**src/inc/adc_cfg_pkg.sv**
```systemverilog
// Register map, field layout, reset values and types of the ADC config bank.
// Assumes a 13-bit register address space reached over a three-wire serial port.
package adc_cfg_pkg;

	// ==================================================================
	// Addresses
	localparam int ADDR_W = 13;
	localparam logic [12:0] ADDR_PORT_CFG = 13'h000;
	localparam logic [12:0] ADDR_PART_ID = 13'h001;
	localparam logic [12:0] ADDR_SPEED = 13'h002;
	localparam logic [12:0] ADDR_MODES = 13'h008;
	localparam logic [12:0] ADDR_CLOCK = 13'h009;
	localparam logic [12:0] ADDR_TEST = 13'h00d;
	localparam logic [12:0] ADDR_OFFSET = 13'h010;
	localparam logic [12:0] ADDR_OUT_MODE = 13'h014;
	localparam logic [12:0] ADDR_OUT_PHASE = 13'h016;
	localparam logic [12:0] ADDR_VREF = 13'h018;
	localparam logic [12:0] ADDR_TRANSFER = 13'h0ff;

	// ==================================================================
	// Reset values
	localparam logic [7:0] RST_PORT_CFG = 8'h18;
	localparam logic [7:0] RST_MODES = 8'h00;
	localparam logic [7:0] RST_CLOCK = 8'h01;
	localparam logic [7:0] RST_TEST = 8'h00;
	localparam logic [7:0] RST_OFFSET = 8'h00;
	localparam logic [7:0] RST_OUT_MODE = 8'h00;
	localparam logic [7:0] RST_OUT_PHASE = 8'h00;
	localparam logic [7:0] RST_VREF = 8'hc0;

	// ==================================================================
	// Shadow bank slots, index 0 in the low byte
	localparam int SH_DEPTH = 7;
	localparam int SH_IDX_W = 3;
	localparam int SH_MODES = 0;
	localparam int SH_CLOCK = 1;
	localparam int SH_TEST = 2;
	localparam int SH_OFFSET = 3;
	localparam int SH_OUT_MODE = 4;
	localparam int SH_OUT_PHASE = 5;
	localparam int SH_VREF = 6;
	localparam logic [55:0] SH_INIT = {RST_VREF, RST_OUT_PHASE,
		RST_OUT_MODE, RST_OFFSET, RST_TEST, RST_CLOCK, RST_MODES};
	// Open bits are dropped on write so they read back as zero
	localparam logic [55:0] SH_MASK = 56'hc0_80_d7_3f_37_01_27;

	// ==================================================================
	// Field positions
	localparam int PORT_LSB_FIRST = 6;
	localparam int PORT_SOFT_RESET = 5;
	localparam int GRADE_BIT = 3;
	localparam int TRANSFER_BIT = 0;
	localparam int PWR_PIN_STANDBY = 5;
	localparam int DCS_BIT = 0;
	localparam int PN23_RESET = 5;
	localparam int PN9_RESET = 4;
	localparam int OUT_DRIVE = 6;
	localparam int OUT_DISABLE = 4;
	localparam int OUT_INVERT = 2;
	localparam int DCO_INVERT = 7;
	localparam int VREF_SEL = 6;
	localparam int INSTR_BITS = 16;
	localparam int INSTR_READ = 15;

	// ==================================================================
	// Codes and output patterns
	localparam logic [2:0] PWR_CODE_OFF = 3'h1;
	localparam logic [2:0] PWR_CODE_STANDBY = 3'h2;
	localparam logic [2:0] TEST_OFF = 3'h0;
	localparam logic [2:0] TEST_MIDSCALE = 3'h1;
	localparam logic [2:0] TEST_POS_FS = 3'h2;
	localparam logic [2:0] TEST_NEG_FS = 3'h3;
	localparam logic [2:0] TEST_CHECKER = 3'h4;
	localparam logic [2:0] TEST_PN23 = 3'h5;
	localparam logic [2:0] TEST_PN9 = 3'h6;
	localparam logic [1:0] FMT_TWOS = 2'h1;
	localparam logic [1:0] FMT_GRAY = 2'h2;
	localparam logic [11:0] PAT_MIDSCALE = 12'h800;
	localparam logic [11:0] PAT_POS_FS = 12'hfff;
	localparam logic [11:0] PAT_NEG_FS = 12'h000;
	localparam logic [11:0] PAT_CHECK_A = 12'h555;
	localparam logic [11:0] PAT_CHECK_B = 12'haaa;

	typedef enum logic [1:0] {PWR_NORMAL, PWR_STANDBY, PWR_OFF} power_e;
	typedef enum logic [1:0] {COPY_IDLE, COPY_RUN, COPY_DONE} copy_e;

	typedef struct packed {
		power_e power;
		logic dcs_enable;
		logic [5:0] offset_trim;
		logic [2:0] test_mode;
		logic [1:0] drive_strength;
		logic output_disable;
		logic data_invert;
		logic [1:0] data_format;
		logic dco_invert;
		logic [1:0] vref_select;
	} adc_config_s;

endpackage : adc_cfg_pkg

```
**src/hdl/shadow_bank.sv**
```systemverilog
// Shadow byte store written by the serial port, two registered read ports.
// Assumes one clock domain; clear restores every slot to its default.
`timescale 1ns/1ps
module shadow_bank
	import adc_cfg_pkg::*;
#(
	parameter int WIDTH = 8,
	parameter int DEPTH = SH_DEPTH,
	parameter int IDX_W = SH_IDX_W,
	parameter logic [WIDTH*DEPTH-1:0] INIT = SH_INIT
)
(
	input wire logic clock,
	input wire logic resetn,
	input wire logic clear,
	input wire logic wr_en,
	input wire logic [IDX_W-1:0] wr_idx,
	input wire logic [WIDTH-1:0] wr_data,
	input wire logic [IDX_W-1:0] rd_a_idx,
	output logic [WIDTH-1:0] rd_a_data,
	input wire logic [IDX_W-1:0] rd_b_idx,
	output logic [WIDTH-1:0] rd_b_data
);

	// ==================================================================
	// Storage
	logic [WIDTH*DEPTH-1:0] mem;
	logic [WIDTH*DEPTH-1:0] next_mem;

	always_comb
	begin
		next_mem = mem;
		if (clear)
			next_mem = INIT;
		else if (wr_en && int'(wr_idx) < DEPTH)
			next_mem[int'(wr_idx)*WIDTH +: WIDTH] = wr_data;
	end

	always_ff @(posedge clock or negedge resetn)
	begin
		if (!resetn)
		begin
			mem <= INIT;
			rd_a_data <= '0;
			rd_b_data <= '0;
		end
		else
		begin
			mem <= next_mem;
			rd_a_data <= (int'(rd_a_idx) < DEPTH) ?
				mem[int'(rd_a_idx)*WIDTH +: WIDTH] : '0;
			rd_b_data <= (int'(rd_b_idx) < DEPTH) ?
				mem[int'(rd_b_idx)*WIDTH +: WIDTH] : '0;
		end
	end

endmodule : shadow_bank

```
**src/hdl/adc_serial_config.sv**
```systemverilog
// Serial-port configuration bank of a pipelined ADC and its output stage.
// Assumes pins from an external serial host, sampled by the 100 MHz clock.
`timescale 1ns/1ps
module adc_serial_config
	import adc_cfg_pkg::*;
#(
	parameter logic [7:0] PART_ID = 8'h5a, // arbitrary value
	parameter logic SPEED_GRADE = 1'b0
)
(
	input wire logic clock,
	input wire logic resetn,
	input wire logic sclk,
	input wire logic chip_select_n,
	input wire logic sdio_in,
	output logic sdio_out,
	output logic sdio_oe,
	input wire logic power_down_pin,
	input wire logic [13:0] conv_fine,
	input wire logic conv_valid,
	output logic [11:0] out_data,
	output logic output_data_clock,
	output logic output_enable,
	output adc_config_s config_out
);

	// ==================================================================
	// Functions
	function automatic logic [3:0] slot_of(input logic [12:0] a);
		case (a)
			ADDR_MODES: return {1'b1, 3'(SH_MODES)};
			ADDR_CLOCK: return {1'b1, 3'(SH_CLOCK)};
			ADDR_TEST: return {1'b1, 3'(SH_TEST)};
			ADDR_OFFSET: return {1'b1, 3'(SH_OFFSET)};
			ADDR_OUT_MODE: return {1'b1, 3'(SH_OUT_MODE)};
			ADDR_OUT_PHASE: return {1'b1, 3'(SH_OUT_PHASE)};
			ADDR_VREF: return {1'b1, 3'(SH_VREF)};
			default: return 4'h0;
		endcase
	endfunction : slot_of

	function automatic logic [7:0] byte_of(input logic [55:0] v,
		input int i);
		return v[i*8 +: 8];
	endfunction : byte_of

	// ==================================================================
	// Pin synchronisers; a level counts once stages two and three agree
	logic [2:0] sclk_s, csn_s, sdio_s, power_down_pin_s;
	logic sclk_f, csn_f, sdio_f, power_down_pin_f, sclk_prev;

	always_ff @(posedge clock or negedge resetn)
	begin
		if (!resetn)
		begin
			sclk_s <= 3'h0;
			csn_s <= 3'h7;
			sdio_s <= 3'h0;
			power_down_pin_s <= 3'h0;
			sclk_f <= 1'b0;
			csn_f <= 1'b1;
			sdio_f <= 1'b0;
			power_down_pin_f <= 1'b0;
			sclk_prev <= 1'b0;
		end
		else
		begin
			sclk_s <= {sclk_s[1:0], sclk};
			csn_s <= {csn_s[1:0], chip_select_n};
			sdio_s <= {sdio_s[1:0], sdio_in};
			power_down_pin_s <= {power_down_pin_s[1:0], power_down_pin};
			if (sclk_s[1] == sclk_s[2]) sclk_f <= sclk_s[2];
			if (csn_s[1] == csn_s[2]) csn_f <= csn_s[2];
			if (sdio_s[1] == sdio_s[2]) sdio_f <= sdio_s[2];
			if (power_down_pin_s[1] == power_down_pin_s[2]) power_down_pin_f <= power_down_pin_s[2];
			sclk_prev <= sclk_f;
		end
	end

	wire logic sclk_rise = sclk_f & ~sclk_prev;
	wire logic sclk_fall = ~sclk_f & sclk_prev;

	// ==================================================================
	// Serial engine
	// Frame length bits are ignored: the frame streams until select rises
	logic [4:0] bit_cnt, next_bit_cnt;
	logic [2:0] byte_bit, next_byte_bit;
	logic [15:0] instr, next_instr;
	logic [7:0] data_sh, next_data_sh;
	logic [12:0] addr, next_addr;
	logic is_read, next_is_read, next_sdio_out, next_sdio_oe;
	logic [7:0] port_cfg, next_port_cfg, rd_byte;
	logic wr_byte_en, soft_clear, set_transfer, lsb_first;
	logic [7:0] wr_byte;
	logic [3:0] wr_slot, rd_slot;
	logic [7:0] rd_a_data, rd_b_data;
	logic transfer;

	assign lsb_first = port_cfg[PORT_LSB_FIRST];
	assign wr_slot = slot_of(addr);
	assign rd_slot = slot_of(addr);

	always_comb
	begin
		next_bit_cnt = bit_cnt;
		next_byte_bit = byte_bit;
		next_instr = instr;
		next_data_sh = data_sh;
		next_addr = addr;
		next_is_read = is_read;
		next_sdio_out = sdio_out;
		next_sdio_oe = sdio_oe;
		wr_byte_en = 1'b0;
		wr_byte = 8'h00;
		if (csn_f)
		begin
			next_bit_cnt = 5'h00;
			next_byte_bit = 3'h0;
			next_sdio_oe = 1'b0;
		end
		else if (sclk_rise && bit_cnt < 5'(INSTR_BITS))
		begin
			next_instr = lsb_first ? {sdio_f, instr[15:1]} :
				{instr[14:0], sdio_f};
			next_bit_cnt = bit_cnt + 5'h01;
			if (bit_cnt == 5'(INSTR_BITS - 1))
			begin
				next_addr = next_instr[12:0];
				next_is_read = next_instr[INSTR_READ];
			end
		end
		else if (sclk_rise)
		begin
			next_data_sh = lsb_first ? {sdio_f, data_sh[7:1]} :
				{data_sh[6:0], sdio_f};
			next_byte_bit = byte_bit + 3'h1;
			if (byte_bit == 3'h7)
			begin
				wr_byte_en = ~is_read;
				wr_byte = next_data_sh;
				next_addr = lsb_first ? addr + 13'h001 : addr - 13'h001;
			end
		end
		else if (sclk_fall && is_read && bit_cnt == 5'(INSTR_BITS))
		begin
			next_sdio_oe = 1'b1;
			next_sdio_out = lsb_first ? rd_byte[byte_bit] :
				rd_byte[3'h7 - byte_bit];
		end
	end

	// Soft reset restores defaults and clears itself
	always_comb
	begin
		next_port_cfg = port_cfg;
		soft_clear = 1'b0;
		set_transfer = 1'b0;
		if (wr_byte_en && addr == ADDR_PORT_CFG)
		begin
			// Low nibble mirrors the high one bit-reversed
			next_port_cfg = {1'b0, wr_byte[6:5], 2'h3, wr_byte[5],
				wr_byte[6], 1'b0};
			if (wr_byte[PORT_SOFT_RESET])
			begin
				soft_clear = 1'b1;
				next_port_cfg = RST_PORT_CFG;
			end
		end
		if (wr_byte_en && addr == ADDR_TRANSFER)
			set_transfer = wr_byte[TRANSFER_BIT];
	end

	always_comb
	begin
		case (addr)
			ADDR_PORT_CFG: rd_byte = port_cfg;
			ADDR_PART_ID: rd_byte = PART_ID;
			ADDR_SPEED: rd_byte = 8'({SPEED_GRADE} << GRADE_BIT);
			ADDR_TRANSFER: rd_byte = {7'h00, transfer};
			default: rd_byte = rd_slot[3] ? rd_a_data : 8'h00;
		endcase
	end

	always_ff @(posedge clock or negedge resetn)
	begin
		if (!resetn)
		begin
			bit_cnt <= 5'h00;
			byte_bit <= 3'h0;
			instr <= 16'h0000;
			data_sh <= 8'h00;
			addr <= 13'h0000;
			is_read <= 1'b0;
			sdio_out <= 1'b0;
			sdio_oe <= 1'b0;
			port_cfg <= RST_PORT_CFG;
		end
		else
		begin
			bit_cnt <= next_bit_cnt;
			byte_bit <= next_byte_bit;
			instr <= next_instr;
			data_sh <= next_data_sh;
			addr <= next_addr;
			is_read <= next_is_read;
			sdio_out <= next_sdio_out;
			sdio_oe <= next_sdio_oe;
			port_cfg <= next_port_cfg;
		end
	end

	// ==================================================================
	// Shadow store and transfer into the active copy
	copy_e copy_state, next_copy_state;
	logic [2:0] copy_idx, next_copy_idx, load_idx, next_load_idx;
	logic load_pend, next_load_pend, next_transfer, clear_transfer;
	logic [55:0] active, next_active;

	shadow_bank bank (
		.clock(clock),
		.resetn(resetn),
		.clear(soft_clear),
		.wr_en(wr_byte_en & wr_slot[3]),
		.wr_idx(wr_slot[2:0]),
		.wr_data(wr_byte & byte_of(SH_MASK, int'(wr_slot[2:0]))),
		.rd_a_idx(rd_slot[2:0]),
		.rd_a_data(rd_a_data),
		.rd_b_idx(copy_idx),
		.rd_b_data(rd_b_data)
	);

	always_comb
	begin
		next_copy_state = copy_state;
		next_copy_idx = copy_idx;
		next_load_pend = 1'b0;
		next_load_idx = copy_idx;
		next_active = active;
		clear_transfer = 1'b0;
		case (copy_state)
			COPY_IDLE:
				if (transfer)
				begin
					next_copy_state = COPY_RUN;
					next_copy_idx = 3'h0;
				end
			COPY_RUN:
			begin
				next_load_pend = 1'b1;
				if (copy_idx == 3'(SH_DEPTH - 1))
					next_copy_state = COPY_DONE;
				else
					next_copy_idx = copy_idx + 3'h1;
			end
			COPY_DONE:
			begin
				clear_transfer = 1'b1;
				next_copy_state = COPY_IDLE;
			end
			default: next_copy_state = COPY_IDLE;
		endcase
		if (load_pend)
			next_active[int'(load_idx)*8 +: 8] = rd_b_data;
		// A new request in the clearing cycle is kept
		next_transfer = (transfer & ~clear_transfer) | set_transfer;
		if (soft_clear)
		begin
			next_active = SH_INIT;
			next_transfer = 1'b0;
			next_copy_state = COPY_IDLE;
			next_load_pend = 1'b0;
		end
	end

	always_ff @(posedge clock or negedge resetn)
	begin
		if (!resetn)
		begin
			copy_state <= COPY_IDLE;
			copy_idx <= 3'h0;
			load_idx <= 3'h0;
			load_pend <= 1'b0;
			transfer <= 1'b0;
			active <= SH_INIT;
		end
		else
		begin
			copy_state <= next_copy_state;
			copy_idx <= next_copy_idx;
			load_idx <= next_load_idx;
			load_pend <= next_load_pend;
			transfer <= next_transfer;
			active <= next_active;
		end
	end

	// ==================================================================
	// Active configuration
	adc_config_s next_cfg;
	logic [7:0] modes_b, out_mode_b;

	always_comb
	begin
		modes_b = byte_of(active, SH_MODES);
		out_mode_b = byte_of(active, SH_OUT_MODE);
		next_cfg.power = PWR_NORMAL;
		if (modes_b[2:0] == PWR_CODE_OFF)
			next_cfg.power = PWR_OFF;
		else if (modes_b[2:0] == PWR_CODE_STANDBY)
			next_cfg.power = PWR_STANDBY;
		if (power_down_pin_f)
			next_cfg.power = modes_b[PWR_PIN_STANDBY] ?
				PWR_STANDBY : PWR_OFF;
		next_cfg.dcs_enable = active[SH_CLOCK*8 + DCS_BIT];
		next_cfg.offset_trim = active[SH_OFFSET*8 +: 6];
		next_cfg.test_mode = active[SH_TEST*8 +: 3];
		next_cfg.drive_strength = out_mode_b[OUT_DRIVE +: 2];
		next_cfg.output_disable = out_mode_b[OUT_DISABLE];
		next_cfg.data_invert = out_mode_b[OUT_INVERT];
		next_cfg.data_format = out_mode_b[1:0];
		next_cfg.dco_invert = active[SH_OUT_PHASE*8 + DCO_INVERT];
		next_cfg.vref_select = active[SH_VREF*8 + VREF_SEL +: 2];
	end

	always_ff @(posedge clock or negedge resetn)
	begin
		if (!resetn)
			config_out <= '{PWR_NORMAL, 1'b1, 6'h00, 3'h0, 2'h0,
				1'b0, 1'b0, 2'h0, 1'b0, 2'h3};
		else
			config_out <= next_cfg;
	end

	// ==================================================================
	// Output stage
	// Trim works on two fraction bits below the output LSB
	logic [11:0] next_out_data, trimmed, word;
	logic [22:0] pn23, next_pn23;
	logic [8:0] pn9, next_pn9;
	logic phase, next_phase, dco_raw, next_dco_raw;
	logic signed [15:0] sum;

	always_comb
	begin
		sum = $signed({2'b00, conv_fine}) +
			$signed({{10{config_out.offset_trim[5]}},
			config_out.offset_trim});
		if (sum < 0)
			trimmed = 12'h000;
		else if (sum > 16'sh3fff)
			trimmed = 12'hfff;
		else
			trimmed = sum[13:2];
		word = trimmed;
		if (config_out.data_format == FMT_TWOS)
			word = {~trimmed[11], trimmed[10:0]};
		else if (config_out.data_format == FMT_GRAY)
			word = trimmed ^ (trimmed >> 1);
		if (config_out.data_invert)
			word = ~word;
		case (config_out.test_mode)
			TEST_OFF: next_out_data = word;
			TEST_MIDSCALE: next_out_data = PAT_MIDSCALE;
			TEST_POS_FS: next_out_data = PAT_POS_FS;
			TEST_NEG_FS: next_out_data = PAT_NEG_FS;
			TEST_CHECKER: next_out_data = phase ? PAT_CHECK_B : PAT_CHECK_A;
			TEST_PN23: next_out_data = pn23[11:0];
			TEST_PN9: next_out_data = {pn9, pn9[8:6]};
			default: next_out_data = phase ? PAT_POS_FS : PAT_NEG_FS;
		endcase
		next_pn23 = pn23;
		next_pn9 = pn9;
		next_phase = phase;
		next_dco_raw = 1'b1;
		if (conv_valid)
		begin
			next_pn23 = {pn23[21:0], pn23[22] ^ pn23[17]};
			next_pn9 = {pn9[7:0], pn9[8] ^ pn9[4]};
			next_phase = ~phase;
			next_dco_raw = 1'b0;
		end
		else
			next_out_data = out_data;
		if (active[SH_TEST*8 + PN23_RESET])
			next_pn23 = '1;
		if (active[SH_TEST*8 + PN9_RESET])
			next_pn9 = '1;
	end

	always_ff @(posedge clock or negedge resetn)
	begin
		if (!resetn)
		begin
			out_data <= 12'h000;
			pn23 <= '1;
			pn9 <= '1;
			phase <= 1'b0;
			dco_raw <= 1'b1;
		end
		else
		begin
			out_data <= next_out_data;
			pn23 <= next_pn23;
			pn9 <= next_pn9;
			phase <= next_phase;
			dco_raw <= next_dco_raw;
		end
	end

	// Polarity flips the valid edge from rising to falling
	assign output_data_clock = dco_raw ^ config_out.dco_invert;
	assign output_enable = ~config_out.output_disable;
endmodule : adc_serial_config

```
**config.mk**
```make
export PLATFORM = sky130hd
export DESIGN_NAME = adc_serial_config
export DESIGN_NICKNAME = d
export VERILOG_FILES = /design/src/inc/adc_cfg_pkg.sv /design/src/hdl/shadow_bank.sv /design/src/hdl/adc_serial_config.sv
export SDC_FILE = /design/constraint.sdc
export NUM_CORES = 1
export LEC_CHECK = 0
export BUFFER_PORTS_ARGS = -buffer_cell sky130_fd_sc_hd__clkbuf_2
export CAP_MARGIN = 20
export CORE_MARGIN = 1
export CORE_UTILIZATION = 56
export DETAILED_ROUTE_END_ITERATION = 8
export PLACE_DENSITY_LB_ADDON = 0.12
export SETUP_SLACK_MARGIN = 0.05
export SYNTH_ARGS = -nofsm -noshare
export SYNTH_HDL_FRONTEND = slang
export SYNTH_SLANG_ARGS = --single-unit
```
**constraint.sdc**
```tcl
create_clock -name clock -period 3.3 [get_ports clock]
set_clock_uncertainty 0.1 [all_clocks]
set_input_delay 0.495 -clock clock [delete_from_list [all_inputs] [get_ports clock]]
set_output_delay 0.495 -clock clock [all_outputs]
set_load 0.01 [all_outputs]
```
After elaboration in Yosys (flattened, before gate mapping)
Cells that the tools add are included.
{"block": "word_totals", "regBits": 278, "output_inout_bits": 37, "input_bits": 21}
{"block": "classes", "reduce_logical": 28, "n_shift": 7, "bitwise": 21, "magnitude_cmp": 7, "muxes": 72, "n_eq_ne": 37, "n_addsub": 9}
{"cell": "$mux 56", "n": 4}
{"cell": "$bwmux 56", "n": 2}
{"cell": "$shift 8x33->56 const A", "n": 2}
{"cell": "$shiftx 56x7->8", "n": 2}
{"cell": "$shiftx 8x33->56", "n": 2}
{"cell": "$mux 12", "n": 7}
{"cell": "$pmux 12 s7", "n": 1}
{"cell": "$neg 6->33", "n": 2}
{"cell": "$mux 13", "n": 5}
{"cell": "$mux 8", "n": 8}
{"cell": "$shiftx 56x7->8 const A", "n": 1}
{"cell": "$eq 13x5->1 const B", "n": 4}
{"cell": "$mux 23", "n": 2}
{"cell": "$eq 13x4->1 const B", "n": 3}
{"cell": "$pmux 8 s4", "n": 1}
{"cell": "$pmux 4 s7", "n": 1}
{"cell": "$mux 1", "n": 20}
{"cell": "$reduce_bool 2->1", "n": 10}
{"cell": "$mux 9", "n": 2}
{"cell": "$add 15x6->16", "n": 1}
{"cell": "$gt 16x15->1 const B", "n": 1}
{"cell": "$lt 16x1->1 const B", "n": 1}
{"cell": "$mux 16", "n": 1}
{"cell": "$eq 3x3->1 const B", "n": 5}
{"cell": "42 further kinds", "n": 93}

Logic depth before layout (Yosys ltp)
{"block": "depth", "word_depth": 10, "ltp_mapped": 15}

Cells and area by module
A second synthesis with hierarchy kept.
{"block": "hier_totals", "hier_cells": 1308, "area_unflattened_um2": 13231.4}
{"mod": "adc_serial_config", "area_each_um2": 9275.1, "instances": 1, "seq_area_each_um2": 4257.8, "cells_per_inst": 947}
{"mod": "shadow_bank", "area_each_um2": 3956.3, "instances": 1, "seq_area_each_um2": 1805.5, "cells_per_inst": 361}

Least setup slack after synthesis
No wires, ideal clock.
{"block": "synth_timing", "kind": "register to register", "from": "register addr[0]", "to": "register bank.mem[22]", "slack_ns": -0.091, "synth_period_minus_slack_ns": 3.391, "setup_ns": 0.131, "required_ns": 3.069, "stages_incl_launch_ff": 15, "arrival_ns": 3.160, "cell_sequence": "dfrtp_1 > inv_1 > ha_1 > clkbuf_1 > nand2_1 > o21ai_0 > and2_1 > clkbuf_1 > clkbuf_1 > ha_1 > nor3_1 > nand4_1 > clkbuf_1 > nand3_1 > o21ai_0"}
{"block": "synth_via", "elab_chain_len": 8, "word_cells_on_any_way": 23, "classes_between": "add/sub: 1; order compare: 1; eq/ne: 7; shift: 3; mux: 5; bitwise: 2; reduce/logical: 4"}
{"element": "start, declared", "line": "adc_serial_config.sv:90", "rtl": "logic [12:0] addr, next_addr;"}
{"element": "start signal, assigned", "line": "adc_serial_config.sv:204", "rtl": "addr <= next_addr;"}
{"element": "$eq 13x5->1 / $eq 13x4->1 (equally long branches)", "line": "adc_serial_config.sv:30", "rtl": "case (a)"}
{"element": "$pmux 4 s7", "line": "adc_serial_config.sv:30"}
{"element": "$shiftx 56x7->8", "line": "adc_serial_config.sv:44", "rtl": "return v[i*8 +: 8];"}
{"element": "$and 8x8->8", "line": "adc_serial_config.sv:225", "rtl": ".wr_data(wr_byte & byte_of(SH_MASK, int'(wr_slot[2:0]))),"}
{"element": "$shiftx 8x33->56", "line": "shadow_bank.sv:36", "rtl": "next_mem[int'(wr_idx)*WIDTH +: WIDTH] = wr_data;"}
{"element": "$bwmux 56", "line": "shadow_bank.sv:36"}
{"element": "$mux 56", "line": "shadow_bank.sv:35", "rtl": "else if (wr_en && int'(wr_idx) < DEPTH)"}
{"element": "$mux 56", "line": "shadow_bank.sv:33", "rtl": "if (clear)"}
{"element": "end signal, assigned", "line": "shadow_bank.sv:49", "rtl": "mem <= next_mem;"}
{"element": "end, declared", "line": "shadow_bank.sv:27", "rtl": "logic [WIDTH*DEPTH-1:0] mem;"}
Several ways; a longest one is shown, not always the timed one. The select of a mux whose other input is x is not followed.
A chain may end at the register's enable or synchronous reset.

Final worst setup path
{"block": "layout_timing", "from": "register config_out[17] (netlist bit)", "to": "register out_data[7]"}
{"block": "layout_via", "elab_chain_len": 10, "word_cells_on_any_way": 11, "classes_between": "add/sub: 1; order compare: 2; mux: 6; bitwise: 2"}
{"element": "start, declared", "line": "adc_serial_config.sv:24", "rtl": "output adc_config_s config_out"}
{"element": "start signal, assigned", "line": "adc_serial_config.sv:328", "rtl": "config_out <= '{PWR_NORMAL, 1'b1, 6'h00, 3'h0, 2'h0,"}
{"element": "start signal, assigned", "line": "adc_serial_config.sv:331", "rtl": "config_out <= next_cfg;"}
{"element": "$add 15x6->16 *", "line": "adc_serial_config.sv:345", "rtl": "sum = $signed({2'b00, conv_fine}) +"}
{"element": "$gt 16x15->1", "line": "adc_serial_config.sv:350", "rtl": "else if (sum > 16'sh3fff)"}
{"element": "$mux 12", "line": "adc_serial_config.sv:350"}
{"element": "$mux 12 *", "line": "adc_serial_config.sv:348", "rtl": "if (sum < 0)"}
{"element": "$xor 12x11->12", "line": "adc_serial_config.sv:358", "rtl": "word = trimmed ^ (trimmed >> 1);"}
{"element": "$mux 12", "line": "adc_serial_config.sv:357", "rtl": "else if (config_out.data_format == FMT_GRAY)"}
{"element": "$mux 12 *", "line": "adc_serial_config.sv:355", "rtl": "if (config_out.data_format == FMT_TWOS)"}
{"element": "$not 12->12", "line": "adc_serial_config.sv:360", "rtl": "word = ~word;"}
{"element": "$mux 12 *", "line": "adc_serial_config.sv:359", "rtl": "if (config_out.data_invert)"}
{"element": "$pmux 12 s7 *", "line": "adc_serial_config.sv:361", "rtl": "case (config_out.test_mode)"}
{"element": "end signal, assigned", "line": "adc_serial_config.sv:402", "rtl": "out_data <= next_out_data;"}
{"element": "end, declared", "line": "adc_serial_config.sv:21", "rtl": "output logic [11:0] out_data,"}
Mark *: on every way between the ends. The rest lies on a longest branch, timed or not.

==> flow_results.xml <==
<?xml version="1.0" encoding="UTF-8"?>
<metrics>
  <group name="run_status">
    <metric name="status" unit="">completed</metric>
  </group>
  <group name="placement">
    <metric name="io_buffer_count" unit="">57</metric>
    <metric name="routabilityCongestion" unit="">0.923</metric>
    <metric name="dp.final_hpwl" unit="mm">21.9</metric>
    <metric name="placement.setup.worst_slack" unit="ns">-0.132</metric>
  </group>
  <group name="global_routing">
    <metric name="grt_pass1_wl" unit="mm">52.3</metric>
    <metric name="grtUsageTotal" unit="%">27.2</metric>
    <metric name="maximum_number_of_pins_on_one_net_before_global_route_repair" unit="">97</metric>
    <metric name="antenna_violations_before_repair" unit="">0</metric>
    <metric name="grt_overflow_total" unit="">0</metric>
    <metric name="grt_pass1_vias" unit="">10331</metric>
  </group>
  <group name="die">
    <metric name="start_util" unit="%">57.2</metric>
    <metric name="core-area" unit="um2">22700</metric>
    <metric name="io-pin-count" unit="">58</metric>
    <metric name="die_area" unit="um2">23800</metric>
    <metric name="die_ht" unit="um">154</metric>
    <metric name="rows" unit="">55</metric>
    <metric name="die_w" unit="um">154</metric>
  </group>
  <group name="power">
    <metric name="totalPowerFinal" unit="uW">6800</metric>
    <metric name="p_leak" unit="uW">0.00686</metric>
    <metric name="worst_ir_drop_vdd" unit="V">0.000444</metric>
    <metric name="power_density" unit="nW/um2">457</metric>
  </group>
  <group name="routing">
    <metric name="drt-vias-per-instance" unit="">6.08</metric>
    <metric name="drt_first_pass_iters" unit="">5</metric>
    <metric name="post_drt_wl_per_cell" unit="um">18.0</metric>
    <metric name="antenna_left" unit="">0</metric>
    <metric name="remaining_drc_errors" unit="">0</metric>
    <metric name="routed-via-count" unit="">10684</metric>
    <metric name="routed_wirelength" unit="mm">31.6</metric>
    <metric name="drt_iter0_drc" unit="">711</metric>
  </group>
  <group name="sta">
    <metric name="max_slew.worst_pin.slew" unit="ns">0.854</metric>
    <metric name="slew_violations" unit="">0</metric>
    <metric name="timing.max_slew.rel_slack" unit="%">43.1</metric>
    <metric name="fin_crit" unit="ns">3.20</metric>
    <metric name="fmax" unit="GHz">0.313</metric>
    <metric name="setup_violations" unit="">0</metric>
    <metric name="rsz0062_at_grt" unit="">yes</metric>
    <metric name="final.setup.worst_slack" unit="ns">0.103</metric>
    <metric name="setup_tns" unit="ns">0</metric>
    <metric name="timing.final.hold_violations" unit="">0</metric>
    <metric name="timing.final.crit_share" unit="%">96.9</metric>
  </group>
  <group name="run">
    <metric name="max_cap_violations" unit="">0</metric>
  </group>
  <group name="final_layout">
    <metric name="layout.area.seq" unit="um2">6070</metric>
    <metric name="layout-drive-gt1-share" unit="%">17.7</metric>
    <metric name="final_net_count" unit="">1509</metric>
    <metric name="multi_input_comb_area" unit="um2">6550</metric>
    <metric name="insertedDiodeCount" unit="">0</metric>
    <metric name="area_growth" unit="%">14.4</metric>
    <metric name="num-fill-cells" unit="">1871</metric>
  </group>
  <group name="logic_synthesis">
    <metric name="ys_top_cells_by_area" unit="">dfrtp_1 37%, dfstp_2 9.3%, mux2i_1 4.9%</metric>
    <metric name="synth_sequential_area_ratio" unit="%">46.6</metric>
    <metric name="ys_dominant_reg_cell" unit="">dfrtp_1</metric>
    <metric name="postSynthRegisterBits" unit="">240</metric>
    <metric name="ys.warnings.count" unit="">0</metric>
    <metric name="yosysTopAreaCellShare" unit="%">37.4</metric>
    <metric name="synthesis.area_per_instance" unit="um2">9.47</metric>
    <metric name="synth_cells" unit="">1373</metric>
    <metric name="count_of_flip_flops_with_a_built_in_enable_after_synthesis" unit="">0</metric>
    <metric name="synth.net_count" unit="">1430</metric>
    <metric name="synth_cell_type_count" unit="">76</metric>
    <metric name="netlist_area" unit="um2">13000</metric>
    <metric name="synthDominantAreaCellType" unit="">dfrtp_1</metric>
    <metric name="ys_async_sr_fraction" unit="%">100</metric>
  </group>
  <group name="clock_tree">
    <metric name="cts-root-to-sink-buffers" unit="">3</metric>
    <metric name="cts_tree" unit="">built</metric>
    <metric name="cts-htree-levels" unit="">1</metric>
    <metric name="cts.reportedPaths.clkPinSlew" unit="ns">0.06</metric>
    <metric name="cts_sink_count" unit="">240</metric>
    <metric name="insertion_delay_to_the_later_sink_of_the_worst_skew_pair" unit="ns">0.54</metric>
    <metric name="clock-root-buffer" unit="">clkbuf_16</metric>
    <metric name="cts_inserted_buffers" unit="">27</metric>
  </group>
  <group name="critical_path">
    <metric name="path_class" unit="">flop to flop</metric>
    <metric name="cp.required" unit="ns">3.62</metric>
    <metric name="critical_path.endpoint_type" unit="">flop</metric>
    <metric name="crit_path_max_fanout" unit="">8</metric>
    <metric name="critical_path_arrival" unit="ns">3.52</metric>
    <metric name="critical_path.startpoint_type" unit="">flop</metric>
  </group>
  <group name="min_path">
    <metric name="hp-class" unit="">flop to flop</metric>
  </group>
</metrics>
==> timing repair <==
item,CTS,global route
setup buffers,0,2
hold buffers,5,0
gates cloned,0,0
endpoints found under the setup margin,3,42
gates resized for setup,2,12
hold endpoints to repair,70,0
pin swaps,0,1
==> power breakdown <==
part / internal, uW / total (uW) / switching [uW]
Combinational: 270 / 603 / 334
Clock: 1650 / 2830 / 1170
Sequential: 3190 / 3360 / 170
==> worst max-delay path, cell delays in order (launching register included) <==
cell       delay (ns)
dfrtp_2          0.47
ha_1             0.24
or3_4            0.41
or3_4            0.35
o211a_4          0.27
xnor2_4          0.18
or3_1            0.13
a21oi_1          0.08
a31o_1           0.23
o311a_1          0.29
a2111oi_1        0.34
==> cells by family after synthesis <==
| family | after synthesis | synth area share, % |
|---|---|---|
| mux | 81 | 7.10 |
| compound gates | 358 | 17.9 |
| simple gates | 519 | 19.7 |
| fa+ha+maj | 40 | 3.83 |
| buf+inv | 118 | 3.44 |
| flops | 240 | 46.7 |
| xor+xnor | 17 | 1.29 |
==> synthesized netlist by cell type (all sizes together), types with 13 or more instances <==
master / count
mux2i: 63
o21ai: 107
a211o: 35
o21a: 15
dfrtp: 194
or3: 16
nor2: 112
and2: 13
nand4: 15
nand3: 96
inv: 35
nand2: 130
a22o: 14
nor2b: 34
and3: 19
ha: 35
dfstp: 46
clkbuf: 71
o221ai: 13
nor3: 28
a21oi: 90
o211ai: 14
==> layout by cell type, fill, tap and decap left out, types with 35 or more instances in the layout <==
| cell | netlist | routed |
|---|---|---|
| mux2i_1 | 63 | 63 |
| o21ai_0 | 105 | 103 |
| nor2_1 | 112 | 110 |
| buf_4 | 0 | 66 |
| dfstp_2 | 46 | 46 |
| a21oi_1 | 90 | 89 |
| nand3_1 | 96 | 94 |
| clkbuf_2 | 0 | 56 |
| a211o_1 | 35 | 35 |
| ha_1 | 35 | 35 |
| inv_1 | 35 | 35 |
| nand2_1 | 130 | 130 |
| dfrtp_1 | 194 | 192 |
==> path summary, 6_finish.rpt <==
check,from,end,slack [ns],depth (start not counted)
setup / recovery,config_out[17],out_data[7],0.10,10
hold / removal,power_down_pin_s[0],power_down_pin_s[1],0.25,0
setup reg to reg,config_out[17],out_data[7],0.10,10
hold reg to reg,power_down_pin_s[0],power_down_pin_s[1],0.25,0
max in group asynchronous,resetn,pn23[20],1.79,3
min in group asynchronous,resetn,power_down_pin_s[2],0.49,2
==> per-layer routing <==
layer	share of wire, %	vias to the layer above	wire, um	global-route usage (%)
met5	0	-	0	0
met3	4.9	76	1560	3.36
met4	3.2	0	1000	10.2
met1	44	5188	14000	36.7
li1	-	5139	-	-
met2	47	281	15000	45.2
==> through the flow <==
stage | hold slack (ns) | cells | instance area, um2 | utilization (%)
after floorplan | 0.0994 | 1373 | 13000 | -
final | 0.249 | 1757 | 14900 | 65.5
after global placement | 0.233 | 1701 | 13900 | 61.3
after global routing | 0.261 | 1757 | 14900 | 65.5
after detailed placement | 0.237 | 1701 | 13900 | 61.3
after CTS | 0.250 | 1755 | 14800 | 65.2
==> flip-flops by register name, summed over array words and instances (netlist names), 2 cells and up <==
signal,count
load_idx,3
pn23,23
power_down_pin_s,3
sclk_s,3
sdio_s,3
bank.rd_a_data,8
out_data,12
copy_idx,3
bank.mem,56
active,25
pn9,9
bank.rd_b_data,8
csn_s,3
data_sh,8
copy_state,2
instr,16
byte_bit,3
addr,13
config_out,21
bit_cnt,5
==> cell type report <==
cell class	instances	share of cell area [%]
multi-input cells	1015	44.0
flip-flops and latches	240	40.8
repair buffers	133	6.33
clock buffers	40	5.07
well taps	285	2.40
inverters	35	0.883
clock inverters	9	0.496
Power figures use the tool's default switching activity.
